## src/design/hrc_defines.vh

```
// constants for the host port reset sequencer with erratic chirp handling
`ifndef HRC_DEFINES_VH
`define HRC_DEFINES_VH

// =====================================================================
// register map (word index on the plain register port)
`define HRC_ADDR_W          4
`define HRC_REG_CTRL_A      4'h0
`define HRC_REG_CTRL_B      4'h1
`define HRC_REG_PHY         4'h2
`define HRC_REG_FLAGS       4'h3
`define HRC_REG_MASK        4'h4
`define HRC_REG_STATE       4'h5

// =====================================================================
// control field layout
`define HRC_REQ_LSB         0
`define HRC_REQ_MSB         2
`define HRC_ABORT_BIT       7
`define HRC_INHIBIT_BIT     0

// transition request codes
`define HRC_REQ_NONE        3'h0
`define HRC_REQ_RESET       3'h2
`define HRC_REQ_DISABLE     3'h3
`define HRC_REQ_RUN         3'h4

// host state monitor codes
`define HRC_HS_IDLE         3'h0
`define HRC_HS_RESET        3'h2
`define HRC_HS_DISABLED     3'h3
`define HRC_HS_RUN          3'h4

// flag bit positions
`define HRC_FLAG_BAD        0
`define HRC_FLAG_GOOD       1
`define HRC_FLAG_DONE       2
`define HRC_FLAG_W          3

// line condition codes
`define HRC_LINE_SE0        2'h0
`define HRC_LINE_J          2'h1

// phy operation mode codes
`define HRC_PHY_OPERATION_MODE_NORMAL   2'h0
`define HRC_PHY_OPERATION_MODE_CHIRP    2'h2

// =====================================================================
// timing, clock 250 MHz
`define HRC_CLK_MHZ         250
`define HRC_T_CHIRP_J_NS    2500
`define HRC_T_BAD_US        7000
`define HRC_T_RST_US        50000
`define HRC_T_WAIT_K_US     50
`define HRC_T_BIT_US        50
`define HRC_T_DONE_US       100
`define HRC_T_SOF_US        125
`define HRC_ABORT_CYC       6
`define HRC_SLOW_CLK_MHZ    60

`endif

```

## src/design/hrc_reset_chirp.v

```verilog
// host port reset sequencer with erratic peer chirp handling
//
// Added by the designer: the address-and-strobe port and the address map.
`timescale 1ns/1ps
`include "hrc_defines.vh"

// Notes on behaviour
// - inhibit 0 and chirp error: no host chirp for the rest of reset.
// - reset request sets state RESET, HS phy, normal mode, detection on.
// - peer chirp counts only after unbroken J line for 2.5 us.
// - chirp not ended 7 ms after request: bad flag, detection off.
// - inhibit 0: reset done raised 50 ms after the bad flag.
// - inhibit 1: on SE0 after error set HS speed and good flag.
// - inhibit 1: host chirp K starts within 100 us of chirp end.
// - host alternates chirp K and J, each held 40 to 60 us.
// - host chirp lasts over 50 ms from first K, then ends.
// - reset done raised within 150 us after host chirp ends.
// - run request within 200 us; first SOF 120 to 130 us later.
// - abort value stops sequence; abort bit self-clears after six slow cycles.
module hrc_reset_chirp #(
    parameter T_BAD_CYC  = (`HRC_T_BAD_US * `HRC_CLK_MHZ),
    parameter T_RST_CYC  = (`HRC_T_RST_US * `HRC_CLK_MHZ) + 1,
    parameter T_BIT_CYC  = (`HRC_T_BIT_US * `HRC_CLK_MHZ),
    parameter T_WAIT_CYC = (`HRC_T_WAIT_K_US * `HRC_CLK_MHZ),
    parameter T_DONE_CYC = (`HRC_T_DONE_US * `HRC_CLK_MHZ),
    parameter T_SOF_CYC  = (`HRC_T_SOF_US * `HRC_CLK_MHZ),
    // unbroken J run, rounded up to whole cycles
    parameter T_J_CYC    = (`HRC_T_CHIRP_J_NS * `HRC_CLK_MHZ + 999) / 1000
) (
    // clock, reset, enable
    input  wire        sys_clk,
    input  wire        rst_b,
    input  wire        clk_en,
    // register port
    input  wire [3:0]  reg_addr,
    input  wire [7:0]  reg_wdata,
    input  wire        reg_wr,
    input  wire        reg_rd,
    output reg  [7:0]  reg_rdata,
    // transceiver control
    input  wire [1:0]  line_condition,
    output reg         transceiver_speed_select,
    output reg         termination_select,
    output reg  [1:0]  phy_operation_mode,
    output reg         chirp_drive_k,
    output reg         chirp_drive_j,
    output reg         chirp_detect_on,
    output reg         port_speed_hs,
    output reg         sof_start,
    // interrupt
    output wire        irq
);

    // =================================================================
    // constants
    localparam CNT_W     = 24;
    localparam ABORT_CYC = (`HRC_ABORT_CYC * `HRC_CLK_MHZ + `HRC_SLOW_CLK_MHZ - 1)
                           / `HRC_SLOW_CLK_MHZ;

    localparam ST_IDLE   = 7'h01;
    localparam ST_DETECT = 7'h02;
    localparam ST_WAITSE = 7'h04;
    localparam ST_WAITK  = 7'h08;
    localparam ST_CHIRP  = 7'h10;
    localparam ST_FINISH = 7'h20;
    localparam ST_HOLD   = 7'h40;

    function [CNT_W-1:0] cyc;
        input integer n;
        begin
            cyc = n[CNT_W-1:0];
        end
    endfunction

    // =================================================================
    // registers
    reg [6:0]              state;
    reg [2:0]              req_field;
    reg                    transition_abort;
    reg                    chirp_finish_inhibit;
    reg [2:0]              host_state_monitor;
    reg [`HRC_FLAG_W-1:0]  flags;
    reg [`HRC_FLAG_W-1:0]  mask;
    reg [CNT_W-1:0]        t_main;
    reg [CNT_W-1:0]        t_step;
    reg [CNT_W-1:0]        t_aux;
    // wide enough for the whole abort hold at the fast clock
    reg [4:0]              abort_cnt;
    reg                    chirp_seen;
    reg                    sof_pending;
    reg [`HRC_FLAG_W-1:0]  flag_set;

    wire wr_ctrl_a = reg_wr && (reg_addr == `HRC_REG_CTRL_A);
    wire [2:0] wr_req = reg_wdata[`HRC_REQ_MSB:`HRC_REQ_LSB];
    wire abort_req = wr_ctrl_a && reg_wdata[`HRC_ABORT_BIT] && (wr_req == `HRC_REQ_NONE);

    assign irq = |(flags & mask);

    // =================================================================
    // sequencer
    always @(posedge sys_clk or negedge rst_b) begin
        if (!rst_b) begin
            state                    <= ST_IDLE;
            req_field                <= `HRC_REQ_NONE;
            transition_abort         <= 1'b0;
            host_state_monitor       <= `HRC_HS_IDLE;
            transceiver_speed_select <= 1'b0;
            termination_select       <= 1'b0;
            phy_operation_mode       <= `HRC_PHY_OPERATION_MODE_NORMAL;
            chirp_drive_k            <= 1'b0;
            chirp_drive_j            <= 1'b0;
            chirp_detect_on          <= 1'b0;
            port_speed_hs            <= 1'b0;
            sof_start                <= 1'b0;
            sof_pending              <= 1'b0;
            t_main                   <= {CNT_W{1'b0}};
            t_step                   <= {CNT_W{1'b0}};
            t_aux                    <= {CNT_W{1'b0}};
            abort_cnt                <= 5'h00;
            chirp_seen               <= 1'b0;
            flag_set                 <= {`HRC_FLAG_W{1'b0}};
        end else if (clk_en) begin
            flag_set  <= {`HRC_FLAG_W{1'b0}};
            sof_start <= 1'b0;
            t_main    <= t_main + 1'b1;
            t_step    <= t_step + 1'b1;
            // abort bit self-clear after stop processing
            if (transition_abort) begin
                if (abort_cnt == ABORT_CYC[4:0] - 5'h01) begin
                    transition_abort <= 1'b0;
                end
                abort_cnt <= abort_cnt + 5'h01;
            end
            // first SOF after run request
            if (sof_pending) begin
                if (t_aux == cyc(T_SOF_CYC)) begin
                    sof_start   <= 1'b1;
                    sof_pending <= 1'b0;
                end
                t_aux <= t_aux + 1'b1;
            end
            if (abort_req) begin
                // abort wins over any running step; port left idle
                transition_abort <= 1'b1;
                abort_cnt        <= 5'h00;
                req_field        <= `HRC_REQ_NONE;
                host_state_monitor <= `HRC_HS_IDLE;
                state            <= ST_IDLE;
                chirp_drive_k    <= 1'b0;
                chirp_drive_j    <= 1'b0;
                chirp_detect_on  <= 1'b0;
                phy_operation_mode <= `HRC_PHY_OPERATION_MODE_NORMAL;
                sof_pending      <= 1'b0;
            end else if (wr_ctrl_a && !transition_abort) begin
                req_field <= wr_req;
                if (wr_req == `HRC_REQ_RESET) begin
                    host_state_monitor       <= `HRC_HS_RESET;
                    transceiver_speed_select <= 1'b1;
                    termination_select       <= 1'b1;
                    phy_operation_mode       <= `HRC_PHY_OPERATION_MODE_NORMAL;
                    chirp_detect_on          <= 1'b1;
                    port_speed_hs            <= 1'b0;
                    chirp_seen               <= 1'b0;
                    // a stale run request must not fire mid-reset
                    sof_pending              <= 1'b0;
                    t_main                   <= {CNT_W{1'b0}};
                    t_aux                    <= {CNT_W{1'b0}};
                    state                    <= ST_DETECT;
                end else if (wr_req == `HRC_REQ_RUN && state == ST_IDLE) begin
                    host_state_monitor <= `HRC_HS_RUN;
                    phy_operation_mode <= `HRC_PHY_OPERATION_MODE_NORMAL;
                    t_aux              <= {CNT_W{1'b0}};
                    sof_pending        <= 1'b1;
                end else if (wr_req == `HRC_REQ_DISABLE && state == ST_IDLE) begin
                    host_state_monitor <= `HRC_HS_DISABLED;
                end
            end else begin
                case (state)
                    ST_IDLE: begin
                    end
                    ST_DETECT: begin
                        // unbroken J run qualifies the peer chirp
                        if (line_condition == `HRC_LINE_J) begin
                            if (t_aux == cyc(T_J_CYC) - 1'b1) begin
                                chirp_seen <= 1'b1;
                            end else if (t_aux < cyc(T_J_CYC)) begin
                                t_aux <= t_aux + 1'b1;
                            end
                        end else begin
                            t_aux <= {CNT_W{1'b0}};
                        end
                        if (t_main >= cyc(T_BAD_CYC)) begin
                            flag_set[`HRC_FLAG_BAD] <= 1'b1;
                            chirp_detect_on <= 1'b0;
                            t_step <= {CNT_W{1'b0}};
                            if (chirp_finish_inhibit) begin
                                state <= ST_WAITSE;
                            end else begin
                                state <= ST_HOLD;
                            end
                        end
                    end
                    ST_WAITSE: begin
                        // first SE0 after the error marks the peer chirp end
                        if (line_condition == `HRC_LINE_SE0) begin
                            port_speed_hs <= 1'b1;
                            flag_set[`HRC_FLAG_GOOD] <= 1'b1;
                            t_step <= {CNT_W{1'b0}};
                            state  <= ST_WAITK;
                        end
                    end
                    ST_WAITK: begin
                        if (t_step >= cyc(T_WAIT_CYC)) begin
                            phy_operation_mode <= `HRC_PHY_OPERATION_MODE_CHIRP;
                            chirp_drive_k <= 1'b1;
                            t_step <= {CNT_W{1'b0}};
                            t_main <= {CNT_W{1'b0}};
                            state  <= ST_CHIRP;
                        end
                    end
                    ST_CHIRP: begin
                        // end only on a bit boundary, so the last bit is never cut short
                        if (t_main >= cyc(T_RST_CYC) && t_step >= cyc(T_BIT_CYC)) begin
                            chirp_drive_k <= 1'b0;
                            chirp_drive_j <= 1'b0;
                            phy_operation_mode <= `HRC_PHY_OPERATION_MODE_NORMAL;
                            t_step <= {CNT_W{1'b0}};
                            state  <= ST_FINISH;
                        end else if (t_step >= cyc(T_BIT_CYC)) begin
                            chirp_drive_k <= ~chirp_drive_k;
                            chirp_drive_j <= ~chirp_drive_j;
                            t_step <= {CNT_W{1'b0}};
                        end
                    end
                    ST_FINISH: begin
                        if (t_step >= cyc(T_DONE_CYC)) begin
                            flag_set[`HRC_FLAG_DONE] <= 1'b1;
                            req_field <= `HRC_REQ_NONE;
                            state     <= ST_IDLE;
                        end
                    end
                    ST_HOLD: begin
                        // bus reset held with no host chirp
                        if (t_step >= cyc(T_RST_CYC)) begin
                            flag_set[`HRC_FLAG_DONE] <= 1'b1;
                            req_field <= `HRC_REQ_NONE;
                            state     <= ST_IDLE;
                        end
                    end
                    default: begin
                        state <= ST_IDLE;
                    end
                endcase
            end
        end
    end

    // =================================================================
    // software registers, flags and read port
    always @(posedge sys_clk or negedge rst_b) begin
        if (!rst_b) begin
            chirp_finish_inhibit <= 1'b0;
            mask                 <= {`HRC_FLAG_W{1'b0}};
            flags                <= {`HRC_FLAG_W{1'b0}};
            reg_rdata            <= 8'h00;
        end else if (clk_en) begin
            if (reg_wr && reg_addr == `HRC_REG_CTRL_B) begin
                chirp_finish_inhibit <= reg_wdata[`HRC_INHIBIT_BIT];
            end
            if (reg_wr && reg_addr == `HRC_REG_MASK) begin
                mask <= reg_wdata[`HRC_FLAG_W-1:0];
            end
            // a new event wins over a write-one clear
            if (reg_wr && reg_addr == `HRC_REG_FLAGS) begin
                flags <= (flags & ~reg_wdata[`HRC_FLAG_W-1:0]) | flag_set;
            end else begin
                flags <= flags | flag_set;
            end
            reg_rdata <= 8'h00;
            if (reg_rd) begin
                case (reg_addr)
                    // state monitor in the spare middle bits of the control word
                    `HRC_REG_CTRL_A: reg_rdata <= {transition_abort, host_state_monitor,
                                                   1'b0, req_field};
                    `HRC_REG_CTRL_B: reg_rdata <= {7'h00, chirp_finish_inhibit};
                    `HRC_REG_PHY:    reg_rdata <= {chirp_detect_on, port_speed_hs,
                                                   chirp_drive_j, chirp_drive_k,
                                                   phy_operation_mode,
                                                   termination_select,
                                                   transceiver_speed_select};
                    `HRC_REG_FLAGS:  reg_rdata <= {5'h00, flags};
                    `HRC_REG_MASK:   reg_rdata <= {5'h00, mask};
                    `HRC_REG_STATE:  reg_rdata <= {chirp_seen, state};
                    default:         reg_rdata <= 8'h00;
                endcase
            end
        end
    end

endmodule // hrc_reset_chirp

```

## config.mk

```make
export PLATFORM = sky130hd
export DESIGN_NAME = hrc_reset_chirp
export DESIGN_NICKNAME = d
export VERILOG_FILES = /design/src/design/hrc_reset_chirp.v
export VERILOG_INCLUDE_DIRS = /design/src /design/src/design
export SDC_FILE = /design/constraint.sdc
export NUM_CORES = 1
export LEC_CHECK = 0
export ABC_CLOCK_PERIOD_IN_PS = 2300
export BUFFER_PORTS_ARGS = -buffer_cell sky130_fd_sc_hd__buf_2
export CORE_ASPECT_RATIO = 0.75
export CORE_MARGIN = 1
export CORE_UTILIZATION = 40
export DETAILED_ROUTE_END_ITERATION = 8
export MAX_ROUTING_LAYER = met4
export PLACE_DENSITY = 0.61
export SYNTH_ARGS = -nofsm -noshare
export SYNTH_HDL_FRONTEND = slang
export SYNTH_SLANG_ARGS = --single-unit
```

## constraint.sdc

```tcl
create_clock -name sys_clk -period 2.3 [get_ports sys_clk]
set_input_delay 0.46 -clock sys_clk [delete_from_list [all_inputs] [get_ports sys_clk]]
set_output_delay 0.46 -clock sys_clk [all_outputs]
set_load 0.01 [all_outputs]
```

==> results of run 1 <==
==> sequential cells by signal, summed over array words and instances, names as in the netlist, 3 cells and up <==
signal              flops
t_aux                  24
t_main                 24
t_step                 24
reg_rdata               8
state                   7
abort_cnt               5
flag_set                3
flags                   3
host_state_monitor      3
mask                    3
req_field               3
==> kinds of logic (layout without fill, tap and decap cells) <==
group | Yosys count | count (layout) | synth area share [%]
AO/OA/AOI/OAI | 173 | 173 | 18.29
adder cells (fa/ha/maj) | 12 | 12 | 2.044
multiplexers | 18 | 18 | 2.572
buffers and inverters | 68 | 180 | 4.104
AND/OR/NAND/NOR | 369 | 369 | 26.89
other | 1 | 1 | 0.05104
flip-flops | 118 | 118 | 40.21
XOR/XNOR | 49 | 49 | 5.841
==> cell usage in the layout, fill, tap and decap left out, types with 6 or more instances in the layout <==
cell,count
a31oi_1,13
clkbuf_16,17
o21ai_1,8
nor2_1,93
nand4_1,25
xor2_1,27
mux2_2,7
o2bb2ai_1,11
nor2b_1,13
a22o_1,14
nor4_1,12
and3_1,25
ha_1,12
o211ai_1,6
mux2i_1,11
buf_4,82
nand2_1,76
o21ai_0,27
nand4b_1,7
inv_1,31
buf_2,30
nor3_1,36
nand2b_1,6
dfrtp_1,116
nand3_1,29
a21oi_1,24
xnor2_1,22
==> worst max path at each step <==
stage | start | endpoint | slack, ns | cells past startpoint
2_1_floorplan | reg_wdata[0] | state[1] | 0.18 | 7
3_3_place_gp | clk_en | flag_set[1] | -0.07 | 7
3_5_place_dp | reg_wdata[1] | t_step[4] | 0.007 | 7
4_1_cts | state[5] | t_aux[14] | 0.11 | 6
5_1_grt | t_aux[14] | t_aux[6] | 0.007 | 8
6_report | state[5] | t_aux[3] | 0.1 | 6
==> area by class of cell <==
class | instances | share of cell area [%]
Multi-Input combinational cell | 622 | 46.12
Timing Repair Buffer | 116 | 9.428
Clock buffer | 20 | 5.091
Inverter | 32 | 1.339
Sequential cell | 118 | 32.94
Tap cell | 242 | 3.375
Clock inverter | 12 | 1.702
==> worst max-delay path: cells and delay by family, from the launching register on <==
| kind | cells | cell delay [ns] |
|---|---|---|
| AOI/OAI and AO/OA | 2 | 0.32 |
| DFF | 1 | 0.51 |
| and+or+nand+nor | 4 | 1.24 |
==> timing repair <==
item	CTS	global route
gates resized for setup	0	10
buffers inserted	0	1
endpoints found under the setup margin	0	16
==> power by group <==
part           internal (mW)  total (mW)  switching, mW
Sequential              2.36        2.74          0.376
Clock                   1.76        2.77           1.01
Combinational          0.671        1.52          0.851
==> through the flow <==
step           hold slack, ns  TNS (ns)  cells  worst slack [ns]
2_1_floorplan          0.1644         0    808            0.1758
3_3_place_gp           0.4641  -0.07056   1129          -0.07056
3_5_place_dp           0.4713         0   1129          0.007435
4_1_cts                0.1661         0   1161            0.1099
5_1_grt                0.1834         0   1162          0.006628
6_report               0.1287         0   1162           0.09775
==> synth_stat cells (7+ instances only) <==
library cell	n	area, µm²
a21oi_1	24	120.1
a22o_1	14	122.6
a31oi_1	13	81.33
and3_1	26	162.7
buf_2	13	65.06
clkbuf_1	12	45.04
dfrtp_1	117	2928
ha_1	12	150.1
inv_1	31	116.4
mux2_2	7	78.83
mux2i_1	11	110.1
nand2_1	76	285.3
nand3_1	29	145.1
nand4_1	25	156.4
nand4b_1	7	61.31
nor2_1	93	349.1
nor2b_1	14	87.58
nor3_1	36	180.2
nor4_1	15	93.84
o21ai_0	27	135.1
o21ai_1	8	40.04
o2bb2ai_1	11	96.34
xnor2_1	22	192.7
xor2_1	27	236.5
==> routing by layer <==
layer | up-vias | GRT usage, % | wire length (µm)
met2 | 216 | 29.91 | 8099
li1 | 3164 | - | -
met5 | - | - | 0
met4 | 0 | 6.671 | 319
met1 | 3188 | 34.78 | 10440
met3 | 26 | 4.622 | 1168
==> metrics.csv, run 1 <==
stage,metric,value,unit
status,result of the run,"finished, final reports clean",
critical_path,"slowest stage delay, CP",0.51,ns
power_and_ir_drop,worst vdd ir,468.4,µV
cells_and_area,Storage cell area,0.002955,mm²
global_routing,total global routing overflow,0,
critical_path,slowest CP cell,dfrtp_1,
cells_and_area,layout cells sized above 1,21.85,%
placement,"Cell Area, Placed",0.008307,mm²
timing,clk_skew,0.008192,ns
timing,Max Slew Vio Count,0,
cells_and_area,nets@finish,938,
synthesis,Syn Inst Count,808,
floorplan,Core ar.,0.01781,mm²
placement,port bufs,31,
timing,RSZ-0062 raised after global routing,false,
floorplan,initial core utilization,41.24,%
placement,gpl congestion,0.8789,
worst_hold_path,hold crit path type,in -> async,
drt,DRT Wirelength,20020,µm
critical_path,RR Startpoint,state[5],
clock_tree,Max Buffers Root-to-Sink,2,
critical_path,critical path type,reg -> reg,
cells_and_area,Finished Cell Area,0.008971,mm²
run,maxcap violations,0,
cells_and_area,utilization after layout,50.36,%
synthesis,share of flip-flops with an asynchronous set or reset,100.0,%
drt,Vias/cell,5.675,
synthesis,Avg Inst Size Synth,9.093,µm²
synthesis,post-synthesis sequential area ratio,40.21,%
critical_path,Critical Path Sink Type,register,
synthesis,"FF+latch count, synth",118,
floorplan,Die W,158.5,µm
critical_path,reg2reg path depth,6,
synthesis,top_reg_cell synth,dfrtp_1,
global_routing,vias in the first global route,6157,
clock_tree,CTS clock-pin slew for the worst setup and hold paths,0.06,ns
clock_tree,Num CTS Buffers,17,
timing,Peak Freq,454.1,MHz
floorplan,I/O pins,37,
timing,post-layout min period,2.202,ns
critical_path,WP data required,2.59,ns
critical_path,Critical Path Fanout Max,7,
critical_path,crit-path cells,nor4_4 > nand4_1 > nand2_1 > nand2_1 > a41oi_1 > a31oi_1,
placement,Post-DP HPWL,14050,µm
global_routing,largest net degree at the start of global routing,119,
clock_tree,CTS Hold Buffers Added,0,
critical_path,startpoint types,register,
timing,Worst slew margin,57.15,%
timing,final setup violation count,0,
timing,fin crit share,95.75,%
critical_path,"most used cell, CP",nand2_1,
global_routing,gr usage total,22.85,%
power_and_ir_drop,Tot Pwr,7.031,mW
global_routing,number of antenna violations at the first check in global routing,0,
drt,Iteration-0 DRC Markers,669,
global_routing,first-pass GRT wire length,32500,µm
critical_path,arrival time worst endpoint,2.49,ns
floorplan,Die Ht,119.4,µm
clock_tree,CTS Sinks,118,
clock_tree,clk root buf,clkbuf_16,
critical_path,"setup slack, reg-to-reg",0.1,ns
drt,WL/cell,17.23,µm
synthesis,syn_nets,839,
cells_and_area,footprint of the multi-input gates,0.004138,mm²
cells_and_area,antenna diode count,0,
drt,Via Count,6594,
clock_tree,Skew-Pair Late Insertion Delay,0.42,ns
synthesis,Post-Syn Area,0.007347,mm²
critical_path,Worst R2R End,t_aux[3],
drt,drt pass-1 iters,7,
timing,Slew @ Worst Pin,0.6428,ns
cells_and_area,# fillers,1625,
drt,drt drc,0,
synthesis,count of cell types in the netlist,92,
timing,final hold violation count,0,
floorplan,die area,0.01892,mm²
power_and_ir_drop,PD cells,783.8,mW/mm²
cells_and_area,Area Overhead vs Synth,22.10,%
power_and_ir_drop,Pleak,3.943,nW
synthesis,warnings from Yosys,0,
clock_tree,H-tree Lvls,4,
drt,post-route ant nets,0,
synthesis,Post-synth EDFFs,0,
clock_tree,TritonCTS clock tree,built,
floorplan,row count,42,
Note: power is estimated with default switching activity, not from simulation.
==> inputs of run 2 (changes only) <==
Settings changed: CORE_UTILIZATION 40 to 41, PLACE_DENSITY 0.61 to 0.62, REMOVE_ABC_BUFFERS from default to 1.
==> run 2 against run 1 <==
  * Critical path depth rose by 1
  * Largest power group unchanged
  * Design area is essentially flat
  * Clock skew is 0.0043 ns higher
  * Wire length down 0.30%
  * Utilization increased by 1.9 points
  * Combinational power fell by 3%
  * Hold slack worse by 0.13 ns
  * Critical path type unchanged
  * Largest cell class unchanged
  * Flip-flop and latch count unchanged
  * Via count shrank 0.17%
  * Register-to-register slack improved by 0.02 ns
==> metrics.csv, run 2 (synthesis results as in run 1) <==
stage,metric,value,unit
status,result of the run,"finished, final reports clean",
global_routing,gr usage total,23.49,%
timing,setup tns final,0,ns
global_routing,first-pass GRT wire length,32820,µm
clock_tree,CTS clock-pin slew for the worst setup and hold paths,0.06,ns
critical_path,WP data required,2.60,ns
clock_tree,Num CTS Buffers,17,
cells_and_area,"most common cell after layout, fill and taps aside",dfrtp_1,
clock_tree,H-tree Lvls,4,
critical_path,crit-path cells,nor4_4 > nand4_1 > buf_4 > o311ai_4 > and2_4 > nor3_1 > a221o_1,
worst_hold_path,hold crit path type,in -> async,
floorplan,I/O pins,37,
timing,worst setup margin,0.1195,ns
drt,drt drc,0,
clock_tree,CTS Hold Buffers Added,0,
drt,drt pass-1 iters,5,
drt,DRT Wirelength,19960,µm
critical_path,"slowest stage delay, CP",0.51,ns
global_routing,total global routing overflow,0,
timing,RSZ-0062 raised after global routing,true,
power_and_ir_drop,Pleak,3.961,nW
drt,Via Count,6583,
clock_tree,Skew-Pair Late Insertion Delay,0.42,ns
drt,WL/cell,17.33,µm
cells_and_area,antenna diode count,0,
cells_and_area,Finished Cell Area,0.008980,mm²
clock_tree,CTS Sinks,118,
timing,Max Slew Vio Count,0,
placement,gpl congestion,0.9297,
timing,Peak Freq,458.6,MHz
clock_tree,Max Buffers Root-to-Sink,2,
drt,Iteration-0 DRC Markers,521,
floorplan,initial core utilization,42.75,%
global_routing,number of antenna violations at the first check in global routing,0,
floorplan,Die Ht,117.9,µm
placement,port bufs,31,
placement,"Cell Area, Placed",0.008277,mm²
power_and_ir_drop,PD cells,805.2,mW/mm²
timing,fin crit share,94.80,%
floorplan,row count,41,
timing,final setup violation count,0,
floorplan,Die W,156.6,µm
timing,Slew @ Worst Pin,0.5239,ns
clock_tree,clk root buf,clkbuf_16,
placement,Post-DP HPWL,14680,µm
cells_and_area,layout cells sized above 1,21.07,%
critical_path,slowest CP cell,dfrtp_1,
critical_path,Buf/Inv on CP,1,
floorplan,Core ar.,0.01719,mm²
cells_and_area,"commonest cells after routing, fill and taps aside","dfrtp_1 (117), nor2_1 (93), buf_4 (79)",
timing,Worst slew margin,64.75,%
cells_and_area,biggest regs,"t_aux: 24 flops, t_main: 24 flops, t_step: 24 flops",
timing,post-layout min period,2.181,ns
cells_and_area,Area Overhead vs Synth,22.22,%
critical_path,"delay-heaviest family, CP",simple AND/OR/NAND/NOR gates,
global_routing,largest net degree at the start of global routing,48,
critical_path,Critical Path Fanout Max,12,
power_and_ir_drop,Tot Pwr,7.231,mW
clock_tree,TritonCTS clock tree,built,
drt,Vias/cell,5.714,
critical_path,arrival time worst endpoint,2.49,ns
drt,post-route ant nets,0,
global_routing,vias in the first global route,6066,
run,maxcap violations,0,
floorplan,die area,0.01846,mm²
critical_path,startpoint types,register,
critical_path,Critical Path Sink Type,register,
cells_and_area,nets@finish,935,
critical_path,critical path type,reg -> reg,
timing,final hold violation count,0,
power_and_ir_drop,worst vdd ir,673.0,µV
timing,clk_skew,0.01244,ns
placement,Setup Slack @ Placement,-0.03005,ns
run 2: stage by stage:
step           instances  util [%]  hold slack, ns
2_1_floorplan        772         -          0.1644
3_3_place_gp        1120     48.16          0.4414
3_5_place_dp        1120     48.16          0.4488
4_1_cts             1151     52.03         0.01108
5_1_grt             1152     52.25         0.03084
6_report            1152     52.25       0.0008243
run 2: worst reg2reg max path: stages, from the launching register on:
cell and delay [ns]:
dfrtp_1 0.51, nor4_4 0.40, nand4_1 0.21, buf_4 0.19, o311ai_4 0.07, and2_4 0.30, nor3_1 0.07, a221o_1 0.31
run 2: report_power, final:
| part | switching [mW] | internal, mW | leakage [nW] |
|---|---|---|---|
| Sequential | 0.386 | 2.36 | 1.56 |
| Clock | 0.947 | 2.06 | 0.325 |
| Combinational | 0.825 | 0.650 | 2.08 |
| Total | 2.16 | 5.07 | 3.96 |
run 2: timing repair:
action | in CTS | in global routing
setup endpoints to repair | 0 | 16
setup buffers | 0 | 1
resized for setup | 0 | 5
run 2: per-layer routing:
layer	vias up	GRT usage, %	wire length [µm]
met1	3232	36.26	10670
met2	184	30.33	7923
met5	-	-	0
met4	0	5.270	193
met3	18	5.302	1176
li1	3149	-	-
run 2: cell type report:
type | instances | area (µm²)
repair buffers | 113 | 823.3
multi-input cells | 622 | 4121
fillers | 1576 | 8205
clock inverters | 8 | 167.7
inverters | 32 | 120.1
well taps | 236 | 295.3
clock buffers | 23 | 498.0
flip-flops and latches | 118 | 2954
run 2: final timing paths:
check / from / end / slack (ns) / cells after the start
setup / recovery: state[5] / t_aux[22] / 0.12 / 7
hold / removal: rst_b / t_step[18] / 0.0008 / 1
setup reg to reg: state[5] / t_aux[22] / 0.12 / 7
min in group sys_clk: reg_wdata[2] / req_field[2] / 0.38 / 3
max in group asynchronous: rst_b / state[0] / 1.62 / 2
hold reg to reg: reg_rdata[7] / reg_rdata[7] / 0.48 / 1
